**src/common/ustx_pkg.sv**
```systemverilog
// constants for the synchronous serial port block
package ustx_pkg;
  // register offsets (index; byte address is four times)
  localparam logic [7:0] OFF_IRQ_FLAGS = 8'h0C;
  localparam logic [7:0] OFF_RX_CTRL = 8'h18;
  localparam logic [7:0] OFF_TX_BUF = 8'h19;
  localparam logic [7:0] OFF_RX_BUF = 8'h1A;
  localparam logic [7:0] OFF_IRQ_EN = 8'h8C;
  localparam logic [7:0] OFF_TX_CTRL = 8'h98;
  localparam logic [7:0] OFF_BAUD = 8'h99;
  // transmit status/control fields
  localparam int TXC_CLKSRC = 7;
  localparam int TXC_NINE = 6;
  localparam int TXC_ENABLE = 5;
  localparam int TXC_SYNC = 4;
  localparam int TXC_HISPEED = 2;
  localparam int TXC_EMPTY = 1;
  localparam int TXC_NINTH = 0;
  // receive status/control fields
  localparam int RXC_PORTEN = 7;
  localparam int RXC_NINE = 6;
  localparam int RXC_SINGLE = 5;
  localparam int RXC_CONT = 4;
  localparam int RXC_FRAMING = 2;
  localparam int RXC_OVERRUN = 1;
  localparam int RXC_NINTH = 0;
  // flag and enable fields
  localparam int IRQ_RX = 5;
  localparam int IRQ_TX = 4;
  // reset values
  localparam logic [7:0] RST_TX_CTRL = 8'h02;
  localparam logic [7:0] RST_ZERO = 8'h00;
  // sampling of the incoming data pin
  localparam int SYNC_STAGES = 2;
  typedef enum logic [1:0] {ST_IDLE, ST_SHIFT, ST_RECV} ustx_state_t;
endpackage

```
**src/hw/ustx_baud_gen.sv**
```systemverilog
// baud generator: shift-clock edge enables from the divisor
`timescale 1ns/10ps
module ustx_baud_gen (
  input wire logic clock, // core clock
  input wire logic rstN, // synchronised reset, active low
  input wire logic run, // low holds generator in reset
  input wire logic [7:0] divisor, // reload value
  output logic riseEn, // one-cycle pulse: shift clock rises
  output logic fallEn // one-cycle pulse: shift clock falls
);
  logic [7:0] count;
  logic [7:0] next_count;
  logic phase;
  logic next_phase;
  logic tick;

  // half-period counter, held at zero while not running
  always_comb
  begin
    tick = run && (count == 8'h00);
    next_count = count;
    next_phase = phase;
    if (!run)
    begin
      next_count = 8'h00;
      next_phase = 1'b0;
    end
    else if (tick)
    begin
      next_count = divisor;
      next_phase = ~phase;
    end
    else
    begin
      next_count = count - 8'h01;
    end
  end

  always_ff @(posedge clock or negedge rstN)
  begin
    if (!rstN)
    begin
      count <= 8'h00;
      phase <= 1'b0;
    end
    else
    begin
      count <= next_count;
      phase <= next_phase;
    end
  end

  // phase low going high is a rising shift-clock edge
  assign riseEn = tick && !phase;
  assign fallEn = tick && phase;
endmodule

```
**src/hw/ustx_serial_port.sv**
```systemverilog
// synchronous master serial port with APB register access
// Functional notes
// - receive-ready flag set on completion; interrupt only when enabled
// - half duplex: transmit and receive never run together
// - sync select picks synchronous mode; port enable claims the pins
// - clock source select with sync select makes the device drive the clock line
// - shift register reloads from buffer only after last bit left
// - buffer transfer takes one cycle, then transmit-ready flag sets
// - transmit-ready flag read only; cleared only by buffer write
// - shift-register-empty status is read only and polled
// - first bit leaves on rising clock edge, stable at falling
// - baud generator held reset while all three enables clear
// - buffer write into empty shifter transfers at once
// - clearing transmit enable aborts, resets, frees data pin; clock freed unless receiving
// - receive enable aborts transmit, frees data pin, keeps clock
// - single receive clears itself, then transmit resumes if enabled
// - ninth bit sampled at the moment of buffer transfer
// - receive buffer is a two-entry queue
// - third word into full queue sets overrun and blocks transfers
// - framing flag and ninth bit queued with each word
`timescale 1ns/10ps
module ustx_serial_port (
  input wire logic clock, // core clock, 40 MHz
  input wire logic nrst, // asynchronous reset, active low
  input wire logic psel, // APB select
  input wire logic penable, // APB access phase
  input wire logic pwrite, // APB direction
  input wire logic [11:0] paddr, // APB byte address
  input wire logic [31:0] pwdata, // APB write data
  output logic [31:0] prdata, // APB read data
  output logic pready, // APB ready
  output logic pslverr, // APB error, unmapped address
  input wire logic clockLineIn, // shift clock pin level
  output logic clockLineOut, // shift clock driven value
  output logic clockLineOe, // shift clock drive enable
  input wire logic dataLineIn, // data pin level
  output logic dataLineOut, // data driven value
  output logic dataLineOe, // data drive enable
  output logic receiveIrq // receive interrupt request
);
  logic rstSync1, rstN;
  logic [7:0] txCtrl, next_txCtrl;
  logic [7:0] rxCtrl, next_rxCtrl;
  logic [7:0] irqEn, next_irqEn;
  logic [7:0] baudDiv, next_baudDiv;
  logic [7:0] txBuf, next_txBuf;
  logic txBufFull, next_txBufFull;
  logic txReady, next_txReady;
  logic [8:0] shiftReg, next_shiftReg;
  logic [3:0] bitsLeft, next_bitsLeft;
  logic clkLevel, next_clkLevel;
  logic dataOut, next_dataOut;
  logic [8:0] rxShift, next_rxShift;
  logic [3:0] rxCount, next_rxCount;
  logic [9:0] rxQueue [2];
  logic [9:0] next_rxQueue [2];
  logic [1:0] rxLevel, next_rxLevel;
  logic [31:0] next_prdata;
  ustx_pkg::ustx_state_t state, next_state;
  logic [ustx_pkg::SYNC_STAGES-1:0] dataSync;
  logic wrEn, rdEn, riseEn, fallEn, baudRun;
  logic transmit_enable, rxEn, master, portOn, nineTx, nineRx;
  logic [7:0] addrIdx;
  logic addrOk;
  logic clkUnused;

  // reset release through two flip-flops
  always_ff @(posedge clock or negedge nrst)
  begin
    if (!nrst)
    begin
      rstSync1 <= 1'b0;
      rstN <= 1'b0;
    end
    else
    begin
      rstSync1 <= 1'b1;
      rstN <= rstSync1;
    end
  end

  // data pin sampled through two flip-flops
  always_ff @(posedge clock or negedge rstN)
  begin
    if (!rstN)
      dataSync <= '0;
    else
      dataSync <= {dataSync[0], dataLineIn};
  end

  // pin level read back is not used by master logic
  assign clkUnused = clockLineIn;

  // APB decode: zero-wait access phase
  assign addrIdx = paddr[9:2];
  assign addrOk = (paddr[1:0] == 2'b00) && (paddr[11:10] == 2'b00) &&
    ((addrIdx == ustx_pkg::OFF_IRQ_FLAGS) ||
     (addrIdx == ustx_pkg::OFF_RX_CTRL) ||
     (addrIdx == ustx_pkg::OFF_TX_BUF) ||
     (addrIdx == ustx_pkg::OFF_RX_BUF) ||
     (addrIdx == ustx_pkg::OFF_IRQ_EN) ||
     (addrIdx == ustx_pkg::OFF_TX_CTRL) ||
     (addrIdx == ustx_pkg::OFF_BAUD));
  assign wrEn = psel && penable && pwrite && addrOk;
  assign rdEn = psel && penable && !pwrite && addrOk;
  assign pready = psel && penable;
  assign pslverr = psel && penable && !addrOk;

  // decoded control bits
  assign transmit_enable = txCtrl[ustx_pkg::TXC_ENABLE];
  assign rxEn = rxCtrl[ustx_pkg::RXC_CONT] || rxCtrl[ustx_pkg::RXC_SINGLE];
  assign master = txCtrl[ustx_pkg::TXC_CLKSRC] && txCtrl[ustx_pkg::TXC_SYNC];
  assign portOn = rxCtrl[ustx_pkg::RXC_PORTEN];
  assign nineTx = txCtrl[ustx_pkg::TXC_NINE];
  assign nineRx = rxCtrl[ustx_pkg::RXC_NINE];
  assign baudRun = transmit_enable || rxEn;

  ustx_baud_gen baudGen (
    .clock(clock),
    .rstN(rstN),
    .run(baudRun),
    .divisor(baudDiv),
    .riseEn(riseEn),
    .fallEn(fallEn)
  );

  // registers, transmit path, receive path
  always_comb
  begin
    next_txCtrl = txCtrl;
    next_rxCtrl = rxCtrl;
    next_irqEn = irqEn;
    next_baudDiv = baudDiv;
    next_txBuf = txBuf;
    next_txBufFull = txBufFull;
    next_txReady = txReady;
    next_shiftReg = shiftReg;
    next_bitsLeft = bitsLeft;
    next_clkLevel = clkLevel;
    next_dataOut = dataOut;
    next_rxShift = rxShift;
    next_rxCount = rxCount;
    next_rxQueue = rxQueue;
    next_rxLevel = rxLevel;
    next_state = state;
    next_prdata = prdata;
    // register writes
    if (wrEn)
    begin
      if (addrIdx == ustx_pkg::OFF_TX_CTRL)
      begin
        next_txCtrl = pwdata[7:0] & 8'hF5;
        next_txCtrl[ustx_pkg::TXC_EMPTY] = txCtrl[ustx_pkg::TXC_EMPTY];
      end
      else if (addrIdx == ustx_pkg::OFF_RX_CTRL)
      begin
        next_rxCtrl[7:4] = pwdata[7:4];
        if (!pwdata[ustx_pkg::RXC_CONT])
          next_rxCtrl[ustx_pkg::RXC_OVERRUN] = 1'b0;
      end
      else if (addrIdx == ustx_pkg::OFF_IRQ_EN)
        next_irqEn = pwdata[7:0];
      else if (addrIdx == ustx_pkg::OFF_BAUD)
        next_baudDiv = pwdata[7:0];
      else if (addrIdx == ustx_pkg::OFF_TX_BUF)
      begin
        next_txBuf = pwdata[7:0];
        next_txBufFull = 1'b1;
        next_txReady = 1'b0;
      end
    end
    // enabling transmit marks buffer ready
    if (next_txCtrl[ustx_pkg::TXC_ENABLE] && !transmit_enable && !next_txBufFull)
      next_txReady = 1'b1;
    // receive buffer read pops the queue and loads status bits
    if (rdEn && addrIdx == ustx_pkg::OFF_RX_BUF && rxLevel != 2'd0)
    begin
      next_rxQueue[0] = rxQueue[1];
      next_rxLevel = rxLevel - 2'd1;
    end
    // transmit and receive state machine
    case (state)
      ustx_pkg::ST_IDLE:
      begin
        next_clkLevel = 1'b0;
        if (rxEn && master && portOn)
        begin
          next_state = ustx_pkg::ST_RECV;
          next_rxCount = 4'd0;
        end
        else if (transmit_enable && txBufFull)
        begin
          next_shiftReg = {txCtrl[ustx_pkg::TXC_NINTH], txBuf};
          next_bitsLeft = nineTx ? 4'd9 : 4'd8;
          next_txBufFull = 1'b0;
          next_txReady = 1'b1;
          next_state = ustx_pkg::ST_SHIFT;
        end
      end
      ustx_pkg::ST_SHIFT:
      begin
        if (rxEn)
          next_state = ustx_pkg::ST_IDLE;
        else if (riseEn)
        begin
          next_clkLevel = 1'b1;
          next_dataOut = shiftReg[0];
          next_shiftReg = {1'b0, shiftReg[8:1]};
          next_bitsLeft = bitsLeft - 4'd1;
        end
        else if (fallEn)
        begin
          next_clkLevel = 1'b0;
          if (bitsLeft == 4'd0)
          begin
            if (txBufFull)
            begin
              next_shiftReg = {txCtrl[ustx_pkg::TXC_NINTH], txBuf};
              next_bitsLeft = nineTx ? 4'd9 : 4'd8;
              next_txBufFull = 1'b0;
              next_txReady = 1'b1;
            end
            else
              next_state = ustx_pkg::ST_IDLE;
          end
        end
      end
      default:
      begin
        if (!rxEn)
          next_state = ustx_pkg::ST_IDLE;
        else if (riseEn)
          next_clkLevel = 1'b1;
        else if (fallEn && clkLevel) // only after a driven rise
        begin
          // data sampled on the falling clock edge
          next_clkLevel = 1'b0;
          next_rxShift = {dataSync[1], rxShift[8:1]};
          next_rxCount = rxCount + 4'd1;
          if (rxCount + 4'd1 == (nineRx ? 4'd9 : 4'd8))
          begin
            next_rxCount = 4'd0;
            if (!rxCtrl[ustx_pkg::RXC_CONT])
            begin
              next_rxCtrl[ustx_pkg::RXC_SINGLE] = 1'b0;
              next_state = ustx_pkg::ST_IDLE;
            end
            if (rxCtrl[ustx_pkg::RXC_OVERRUN])
              ; // transfers blocked until cleared
            else if (next_rxLevel == 2'd2)
              next_rxCtrl[ustx_pkg::RXC_OVERRUN] = 1'b1;
            else
            begin
              // framing slot stays clear in synchronous mode
              next_rxQueue[next_rxLevel[0]] = nineRx ?
                {1'b0, dataSync[1], rxShift[8:1]} :
                {2'b00, dataSync[1], rxShift[8:2]};
              next_rxLevel = next_rxLevel + 2'd1;
            end
          end
        end
      end
    endcase
    // clearing transmit enable resets the transmitter
    if (!transmit_enable)
    begin
      next_shiftReg = 9'h000;
      next_bitsLeft = 4'd0;
      next_dataOut = 1'b0;
      if (state == ustx_pkg::ST_SHIFT)
        next_state = ustx_pkg::ST_IDLE;
    end
    // head entry status bits mirror into receive control
    next_rxCtrl[ustx_pkg::RXC_NINTH] = next_rxQueue[0][8];
    next_rxCtrl[ustx_pkg::RXC_FRAMING] = next_rxQueue[0][9];
    next_txCtrl[ustx_pkg::TXC_EMPTY] = (next_state != ustx_pkg::ST_SHIFT);
    // read data is registered in the setup phase
    if (psel && !penable)
    begin
      next_prdata = 32'h0000_0000;
      if (addrIdx == ustx_pkg::OFF_TX_CTRL)
        next_prdata[7:0] = txCtrl;
      else if (addrIdx == ustx_pkg::OFF_RX_CTRL)
        next_prdata[7:0] = rxCtrl;
      else if (addrIdx == ustx_pkg::OFF_IRQ_EN)
        next_prdata[7:0] = irqEn;
      else if (addrIdx == ustx_pkg::OFF_BAUD)
        next_prdata[7:0] = baudDiv;
      else if (addrIdx == ustx_pkg::OFF_TX_BUF)
        next_prdata[7:0] = txBuf;
      else if (addrIdx == ustx_pkg::OFF_RX_BUF)
        next_prdata[7:0] = rxQueue[0][7:0];
      else if (addrIdx == ustx_pkg::OFF_IRQ_FLAGS)
      begin
        next_prdata[ustx_pkg::IRQ_RX] = (rxLevel != 2'd0);
        next_prdata[ustx_pkg::IRQ_TX] = txReady;
      end
    end
  end

  always_ff @(posedge clock or negedge rstN)
  begin
    if (!rstN)
    begin
      txCtrl <= ustx_pkg::RST_TX_CTRL;
      rxCtrl <= ustx_pkg::RST_ZERO;
      irqEn <= ustx_pkg::RST_ZERO;
      baudDiv <= ustx_pkg::RST_ZERO;
      txBuf <= ustx_pkg::RST_ZERO;
      txBufFull <= 1'b0;
      txReady <= 1'b0;
      shiftReg <= 9'h000;
      bitsLeft <= 4'h0;
      clkLevel <= 1'b0;
      dataOut <= 1'b0;
      rxShift <= 9'h000;
      rxCount <= 4'h0;
      rxQueue[0] <= 10'h000;
      rxQueue[1] <= 10'h000;
      rxLevel <= 2'd0;
      state <= ustx_pkg::ST_IDLE;
      prdata <= 32'h0000_0000;
    end
    else
    begin
      txCtrl <= next_txCtrl;
      rxCtrl <= next_rxCtrl;
      irqEn <= next_irqEn;
      baudDiv <= next_baudDiv;
      txBuf <= next_txBuf;
      txBufFull <= next_txBufFull;
      txReady <= next_txReady;
      shiftReg <= next_shiftReg;
      bitsLeft <= next_bitsLeft;
      clkLevel <= next_clkLevel;
      dataOut <= next_dataOut;
      rxShift <= next_rxShift;
      rxCount <= next_rxCount;
      rxQueue <= next_rxQueue;
      rxLevel <= next_rxLevel;
      state <= next_state;
      prdata <= next_prdata;
    end
  end

  // pin drive: clock by master, data while transmit enabled and not receiving
  assign clockLineOe = portOn && master && (transmit_enable || rxEn);
  assign clockLineOut = clkLevel;
  assign dataLineOe = portOn && transmit_enable && !rxEn &&
    (state != ustx_pkg::ST_RECV);
  assign dataLineOut = dataOut;
  assign receiveIrq = (rxLevel != 2'd0) && irqEn[ustx_pkg::IRQ_RX];
endmodule

```
**config.mk**
```make
export PLATFORM = sky130hd
export DESIGN_NAME = ustx_serial_port
export DESIGN_NICKNAME = d
export VERILOG_FILES = /design/src/common/ustx_pkg.sv /design/src/hw/ustx_baud_gen.sv /design/src/hw/ustx_serial_port.sv
export SDC_FILE = /design/constraint.sdc
export NUM_CORES = 1
export LEC_CHECK = 0
export BUFFER_PORTS_ARGS = -buffer_cell sky130_fd_sc_hd__buf_2
export CORE_MARGIN = 2
export CORE_UTILIZATION = 45
export CTS_CLUSTER_SIZE = 25
export DETAILED_ROUTE_END_ITERATION = 16
export GPL_ROUTABILITY_DRIVEN = 1
export GPL_TIMING_DRIVEN = 0
export PLACE_DENSITY = 0.65
export SYNTH_ARGS = -nofsm -noshare
export SYNTH_HDL_FRONTEND = slang
export SYNTH_SLANG_ARGS = --single-unit
```
**constraint.sdc**
```tcl
create_clock -name clock -period 4.2 [get_ports clock]
set_clock_uncertainty 0.15 [all_clocks]
set_input_delay 0.63 -clock clock [delete_from_list [all_inputs] [get_ports clock]]
set_output_delay 0.63 -clock clock [all_outputs]
set_load 0.1 [all_outputs]
```
==> results of run 1 <==
## state kept, by name (all words and copies together) (netlist names), named ones only
| register | cells |
|---|---|
| bitsLeft | 4 |
| rxQueue | 10 |
| txBufFull | 1 |
| dataSync | 2 |
| rstSync1 | 1 |
| state | 2 |
| dataLineOut | 1 |
| txCtrl | 7 |
| irqEn | 8 |
| rxCount | 4 |
| txReady | 1 |
| prdata | 8 |
| rxCtrl | 6 |
| baudGen.phase | 1 |
| rstN | 1 |
| clockLineOut | 1 |
| baudGen.count | 8 |
| baudDiv | 8 |
| rxLevel | 2 |
| rxShift | 8 |
| txBuf | 8 |
| shiftReg | 9 |
## synth_stat cells, types with 6 or more instances
| library cell | instances |
|---|---|
| a31oi_1 | 9 |
| buf_4 | 26 |
| inv_1 | 16 |
| or4_1 | 6 |
| nor2_1 | 46 |
| clkbuf_1 | 20 |
| mux2i_1 | 25 |
| a211oi_1 | 15 |
| a31o_2 | 9 |
| nand2_1 | 56 |
| nand2b_1 | 8 |
| o21ai_0 | 32 |
| xnor2_1 | 6 |
| nand3_1 | 17 |
| dfrtp_1 | 109 |
| o21ai_1 | 11 |
| nor3_1 | 13 |
| mux2_2 | 38 |
| a21oi_1 | 25 |
| a32oi_1 | 9 |
## area by class of cell
class                      count  area (µm²)  share of cell area
multi-input combinational    452        3000               0.435
clock buffer                  10         239              0.0347
tap                          176         220              0.0320
timing repair buffer          40         228              0.0330
sequential                   110        2760               0.400
buffer                        52         299              0.0434
clock inverter                 6        85.1              0.0123
inverter                      17        63.8             0.00926
## stage by stage
stage,worst slack [ns],std cells
2_1_floorplan,0.559,631
3_3_place_gp,-0.489,845
3_5_place_dp,0.0719,846
4_1_cts,0.120,863
5_1_grt,0.0668,863
6_report,0.230,863
## where the power goes
| part | total, mW | internal [mW] | switching [mW] |
|---|---|---|---|
| clock | 0.934 | 0.537 | 0.397 |
| combinational | 0.449 | 0.146 | 0.303 |
| sequential | 1.18 | 1.11 | 0.0736 |
| total | 2.57 | 1.79 | 0.773 |
## final timing paths
check,slack [ns],depth (start not counted),to
setup / recovery,0.23,12,rxQueue[11]
hold / removal,0.16,0,rxCount[1]
setup reg to reg,0.23,12,rxQueue[11]
hold reg to reg,0.16,0,rxCount[1]
max in group asynchronous,3.00,1,txCtrl[1]
min in group clock,0.20,0,rstN
## cell families after synthesis
logic type / count (synthesis) / share of synthesized area
fa+ha+maj: 5 / 0.0104
other cells: 2 / 0.00125
compound gates: 147 / 0.160
xor+xnor: 9 / 0.0131
buf+inv: 69 / 0.0600
flops: 110 / 0.457
mux: 64 / 0.114
simple gates: 202 / 0.184
## layer usage
metal,wire length (µm),vias up,global-route usage
met4,199,0,0.0515
met2,7930,167,0.380
met1,6860,2458,0.308
met3,986,17,0.0509
met5,0,-,0
li1,-,2335,-
## what timing repair did
action,4_1_cts,5_1_grt
gates resized for setup,0,2
endpoints found under the hold margin,2,0
hold buffers,1,0
setup endpoints to repair,0,4
setup buffers,0,0
==> flow_summary.ini, run 1 <==
[min_path]
hp-class = flop to async pin

[pwr]
powerDensity_nw_per_um2 = 373
p_leak_nw = 3.06
ir_drop_v = 0.000267
power_mw = 2.57

[logic_synthesis]
synthCells = 608
syn_area_um2 = 6030
seq_area_frac_synth = 0.457
ys_seq_elements = 110
yosysTopAreaCell = dfrtp_1
synth_edf_count = 0
yosys-top-cells-area = dfrtp_1, mux2_2, mux2i_1
synthFlopType = dfrtp_1
synth_warnings = 0
async_flop_share = 1.00
synthDistinctLibCells = 66
synth_top_cell_area_share = 0.453
avgSynthCellArea_um2 = 9.91

[floorplan]
die_width_um = 120
die_h_um = 120
start_util = 0.459
coreArea_um2 = 13100
ios = 90
rows = 42
die_area_um2 = 14300

[run_status]
outcome = finished, final reports clean

[cells_and_area]
fin_util = 0.524
final_common_cell = dfrtp_1
design_area_um2 = 6890
fin_nets = 738
nFillCells = 1219
area.growth.synth_to_final_pct = 14.3
antenna_cells = 0
drive_above_1_share = 0.221
layout_common_cells = dfrtp_1, nand2_1, nor2_1

[worst_setup_path]
cp_num_buf_inv = 3
critPathLaunch = rxLevel[0]
worstSetupEndpointType = flop
worstPathArrival_ns = 4.09
crit_type = flop to flop
cp_cell_sequence = clkinv_1 -> ha_1 -> nor4bb_1 -> and4_1 -> xnor2_1 -> clkbuf_2 -> ha_1 -> nor2_1 -> nand4_1 -> clkbuf_1 -> nand3_1 -> a32oi_1
cp_top_family = simple AND/OR/NAND/NOR gates
critPathRequiredTime_ns = 4.32
r2r_start = rxLevel[0]
crit_slowest_cell = clkbuf_1
slowest_delay_ns = 0.43
critPathMostFrequentCell = ha_1
cp_max_fo = 10
startpoint_type = flop

[detailed_routing]
firstDrtPassIters = 6
via_count = 4977
drtIter0Drc = 398
drt_wl_total_mm = 16.0
drc_errors = 0
ant_nets = 0
wl_per_cell_um = 18.5
viasPerCell = 5.77

[clocking]
clockRootBuffer = clkbuf_16
cts_inserted_buffers = 9
clk_latency_ns = 0.36
cts_max_level = 3
clockBufferDepth = 2
cts_tree = built
path_clk_slew_ns = 0.07
cts_sinks = 110

[sta]
rsz0062_at_grt = no
hold_viol_final = 0
setup_viol = 0
relSlewSlack = 0.382
fin_setup_tns_ns = 0
finalCritPeriodShare = 0.945
finalCriticalPeriod_ns = 3.97
finalMaxSlewViolations = 0
worst_pin_slew_ns = 0.919
fmax_mhz = 252
whs_ns = 0.157

[placed_design]
place_congestion = 0.882
placed_area_um2 = 6560
dpl.hpwl_mm = 11.6
port_buffers = 38

[global_routing]
grt_start_max_net_pins = 73
antenna_found_initial = 0
grt_pass1_wl_mm = 25.8
grt_pass1_vias = 4963
overflow = 0
grt_util_all_layers = 0.229

[run]
maxCapViolations = 0
Note: power is estimated with default switching activity, not from simulation.
==> inputs of run 2 (changes only) <==
Settings changed: BUFFER_PORTS_ARGS -buffer_cell sky130_fd_sc_hd__buf_2 to default, DONT_BUFFER_PORTS from default to 1, MAX_ROUTING_LAYER from default to met4, PLACE_DENSITY 0.65 to default.
==> flow_summary.ini, run 2 (same netlist as run 1, synthesis figures left out) <==
[run_status]
outcome = finished, final reports clean

[clocking]
cts_tree = built
cts_max_level = 3
clk_latency_ns = 0.36
path_clk_slew_ns = 0.07
cts_inserted_buffers = 9
cts_setup_buffers = 0
cts_sinks = 110
clockRootBuffer = clkbuf_16
clockBufferDepth = 2

[worst_setup_path]
cp_cell_sequence = clkinv_1 -> ha_1 -> nor4bb_1 -> and4_1 -> xnor2_1 -> clkbuf_2 -> ha_1 -> nor2_1 -> nand4_1 -> clkbuf_1 -> o21ai_0 -> o21ai_1
startpoint_type = flop
cp_max_fo = 10
critPathMostFrequentCell = ha_1
critPathRequiredTime_ns = 4.28
crit_type = flop to flop
r2r_slack_ns = 0.39
r2r_start = rxLevel[0]
critPathLaunch = rxLevel[0]
worstSetupEndpointType = flop
crit_slowest_cell = nand4_1
slowest_delay_ns = 0.41
reg2reg_depth = 12
worstPathArrival_ns = 3.89

[pwr]
p_leak_nw = 2.91
powerDensity_nw_per_um2 = 390
ir_drop_v = 0.000266
power_mw = 2.63

[floorplan]
die_area_um2 = 14300
start_util = 0.459
die_h_um = 120
die_width_um = 120
coreArea_um2 = 13100
rows = 42
ios = 90

[sta]
fin_setup_tns_ns = 0
hold_viol_final = 0
worst_pin_slew_ns = 1.13
setup_viol = 0
fmax_mhz = 263
finalCritPeriodShare = 0.907
rsz0062_at_grt = no
finalCriticalPeriod_ns = 3.81
finalMaxSlewViolations = 0
relSlewSlack = 0.242

[cells_and_area]
design_area_um2 = 6740
area.growth.synth_to_final_pct = 11.9
drive_above_1_share = 0.182
fin_nets = 700
final_common_cell = dfrtp_1
nFillCells = 1241
top_regs = rxQueue x10, shiftReg x9
antenna_cells = 0
largest_reg_flops = 10
ff_latch_area_um2 = 2760
multiInputGateArea_um2 = 3010
largest_register = rxQueue
layout_common_cells = dfrtp_1, nand2_1, nor2_1

[global_routing]
globalRouteMet2Util = 0.363
grt_start_max_net_pins = 67
grt_pass1_wl_mm = 25.7
grt_util_all_layers = 0.236
gr-usage-met1 = 0.310
overflow = 0
antenna_found_initial = 0
use_met3 = 0.0437
grt_pass1_vias = 4759
gr-max-usage-layer = met2

[placed_design]
dpl.hpwl_mm = 11.5
place_congestion = 0.865
port_buffers = 0
placed_area_um2 = 6370

[min_path]
hold_start = dataLineIn
hp-class = input pin to flop
holdPathStages = 0

[detailed_routing]
ant_nets = 0
drtIter0Drc = 401
via_count = 4792
firstDrtPassIters = 5
viasPerCell = 5.81
drc_errors = 0
wl_per_cell_um = 19.1
drt_wl_total_mm = 15.8

[run]
maxCapViolations = 0
## run 2: cell count changes in the layout (fill, tap and decap cells not counted)
cell / delta
buf_2: -38
bufinv_16: +1
clkbuf_8: +1
clkinv_2: -2
nor2_1: -2
nor2_2: +2
nor2b_1: -2
nor2b_2: +2
## run 2: worst min-delay path by stage
| stage | end | slack (ns) |
|---|---|---|
| after floorplan | rstN | 0.18 |
| after global placement | rstSync1 | 0.18 |
| after detailed placement | rstSync1 | 0.18 |
| after CTS | dataSync[0] | 0.13 |
| after global routing | dataSync[0] | 0.13 |
| final | dataSync[0] | 0.15 |
## run 2: per-stage QoR
step           hold WS, ns  setup WS, ns  utilization  std cells
2_1_floorplan        0.181         0.559            -        631
3_3_place_gp         0.184        -0.559        0.482        807
6_report             0.147         0.391        0.513        825
3_5_place_dp         0.184        0.0278        0.485        808
4_1_cts              0.133         0.230        0.513        825
5_1_grt              0.133        0.0381        0.513        825
## run 2: final cells by class
type	count	share of cell area
well taps	176	0.0327
flip-flops and latches	110	0.409
plain buffers	52	0.0443
repair buffers	2	0.00557
inverters	17	0.00946
clock buffers	11	0.0375
clock inverters	5	0.0156
multi-input cells	452	0.446
## run 2: what timing repair did
action,in CTS,in global routing
resized for setup,0,2
endpoints found under the hold margin,2,0
hold buffers,1,0
endpoints found under the setup margin,0,6
## run 2: metal layers
layer,routed length [µm],part of all wire,vias to the layer above
li1,-,-,2258
met1,7020,0.44,2349
met2,7510,0.48,149
met3,778,0.049,36
met4,469,0.030,0
met5,0,0,-
## run 2: worst max-delay path: cells and delay by family (launching register included)
kind | cells | cell delay, ns
AND/OR/NAND/NOR | 4 | 1.19
buffers and inverters | 3 | 0.87
adder cells (fa/ha/maj) | 2 | 0.62
flip-flops | 1 | 0.38
AO/OA/AOI/OAI | 2 | 0.32
XOR/XNOR | 1 | 0.14
## run 2: where the power goes
group          switching (mW)  total [mW]  internal [mW]
logic                   0.238       0.371          0.133
registers               0.127        1.24           1.11
clock network           0.411        1.03          0.616
==> inputs of run 3 (changes only) <==
Settings changed: CTS_BUF_LIST from default to sky130_fd_sc_hd__clkbuf_4.
==> flow_summary.ini, run 3 (same netlist as run 1, synthesis figures left out) <==
[global_routing]
grt_util_all_layers = 0.234
overflow = 0
grt_pass1_vias = 4771
antenna_found_initial = 0
grt_start_max_net_pins = 67
grt_pass1_wl_mm = 25.6

[detailed_routing]
via_count = 4810
drtIter0Drc = 436
ant_nets = 0
drc_errors = 0
wl_per_cell_um = 19.0
drt_wl_total_mm = 15.7
viasPerCell = 5.82
firstDrtPassIters = 6

[clocking]
cts_sinks = 110
clk_latency_ns = 0.49
clockRootBuffer = clkbuf_4
clockBufferDepth = 2
cts_tree = built
path_clk_slew_ns = 0.16
cts_inserted_buffers = 9
cts_max_level = 3

[sta]
finalMaxSlewViolations = 0
fmax_mhz = 261
rsz0062_at_grt = no
whs_ns = 0.0998
finalCritPeriodShare = 0.914
hold_viol_final = 0
worst_pin_slew_ns = 1.13
finalCriticalPeriod_ns = 3.84
setup_viol = 0
relSlewSlack = 0.246

[cells_and_area]
multiInputGateArea_um2 = 3010
drive_above_1_share = 0.178
antenna_cells = 0
design_area_um2 = 6580
nFillCells = 1264
final_common_cell = dfrtp_1
ff_latch_area_um2 = 2760
area.growth.synth_to_final_pct = 9.11
top_regs = rxQueue x10, shiftReg x9
fin_nets = 701
layout_common_cells = dfrtp_1, nand2_1, nor2_1
largest_register = rxQueue
largest_reg_flops = 10

[worst_setup_path]
worstPathArrival_ns = 4.10
critPathRequiredTime_ns = 4.46
crit_type = flop to flop
worstSetupEndpointType = flop
startpoint_type = flop
cp_max_fo = 10

[placed_design]
dpl.hpwl_mm = 11.5
placed_area_um2 = 6370
place_congestion = 0.865
port_buffers = 0

[run]
maxCapViolations = 0

[pwr]
power_mw = 2.27
powerDensity_nw_per_um2 = 345
p_leak_nw = 2.84
ir_drop_v = 0.000251

[floorplan]
die_area_um2 = 14300
die_width_um = 120
start_util = 0.459
ios = 90
rows = 42
die_h_um = 120
coreArea_um2 = 13100

[min_path]
hp-class = input pin to flop

[run_status]
outcome = finished, final reports clean
[run 3: cell count changes in the layout (fill, tap and decap cells not counted)]
| cell | change |
|---|---|
| clkinv_1 | +2 |
| clkbuf_16 | -9 |
| clkbuf_8 | -2 |
| clkbuf_4 | +9 |
| dlygate4sd3_1 | +1 |
[run 3: final cells by class]
class / instances / area share
Tap cell: 176 / 0.0335
Multi-Input combinational cell: 452 / 0.457
Inverter: 17 / 0.00970
Sequential cell: 110 / 0.419
Timing Repair Buffer: 3 / 0.00723
Clock buffer: 9 / 0.0103
Buffer: 52 / 0.0455
Clock inverter: 7 / 0.0171
[run 3: power breakdown]
group          switching, mW  internal (mW)
clock network          0.363          0.297
logic                  0.237          0.134
registers              0.127           1.11
total                  0.727           1.54
[run 3: routing by layer]
metal	part of all wire	track usage	vias up
met1	0.44	0.310	2363
met5	0	-	-
met4	0.027	0.0801	0
met3	0.051	0.0509	30
met2	0.48	0.359	156
li1	-	-	2261
[run 3: path summary, 6_finish.rpt]
path	from	endpoint	slack (ns)	cells after the start
setup reg to reg	rxLevel[0]	rxQueue[11]	0.36	12
hold / removal	pwdata[4]	rxCtrl[4]	0.1	2
hold reg to reg	rstN	rxCount[1]	0.19	0
max in group asynchronous	rstN	txCtrl[1]	2.94	1
setup / recovery	rxLevel[0]	rxQueue[11]	0.36	12
min in group asynchronous	rstN	rxCount[1]	0.19	0
[run 3: what timing repair did]
item / 4_1_cts / 5_1_grt
gates resized for setup: 0 / 2
endpoints found under the hold margin: 3 / 0
hold buffers: 2 / 0
endpoints found under the setup margin: 0 / 6
setup buffers: 0 / 0
[run 3: critical path, stage by stage, from the launching register on]
cell      delay, ns
dfrtp_1        0.41
clkinv_1       0.27
ha_1           0.36
nor4bb_1       0.35
and4_1         0.31
xnor2_1        0.21
clkbuf_2       0.31
ha_1           0.22
nor2_1         0.06
nand4_1        0.38
clkbuf_1       0.41
nand3_1        0.13
a32oi_1        0.19
[run 3: stage by stage]
stage / utilization / TNS [ns] / setup slack, ns / cells
4_1_cts: 0.500 / 0 / 0.216 / 826
5_1_grt: 0.501 / 0 / 0.0265 / 826
3_5_place_dp: 0.485 / 0 / 0.0278 / 808
2_1_floorplan: - / 0 / 0.559 / 631
6_report: 0.501 / 0 / 0.363 / 826
3_3_place_gp: 0.482 / -58.90 / -0.559 / 807
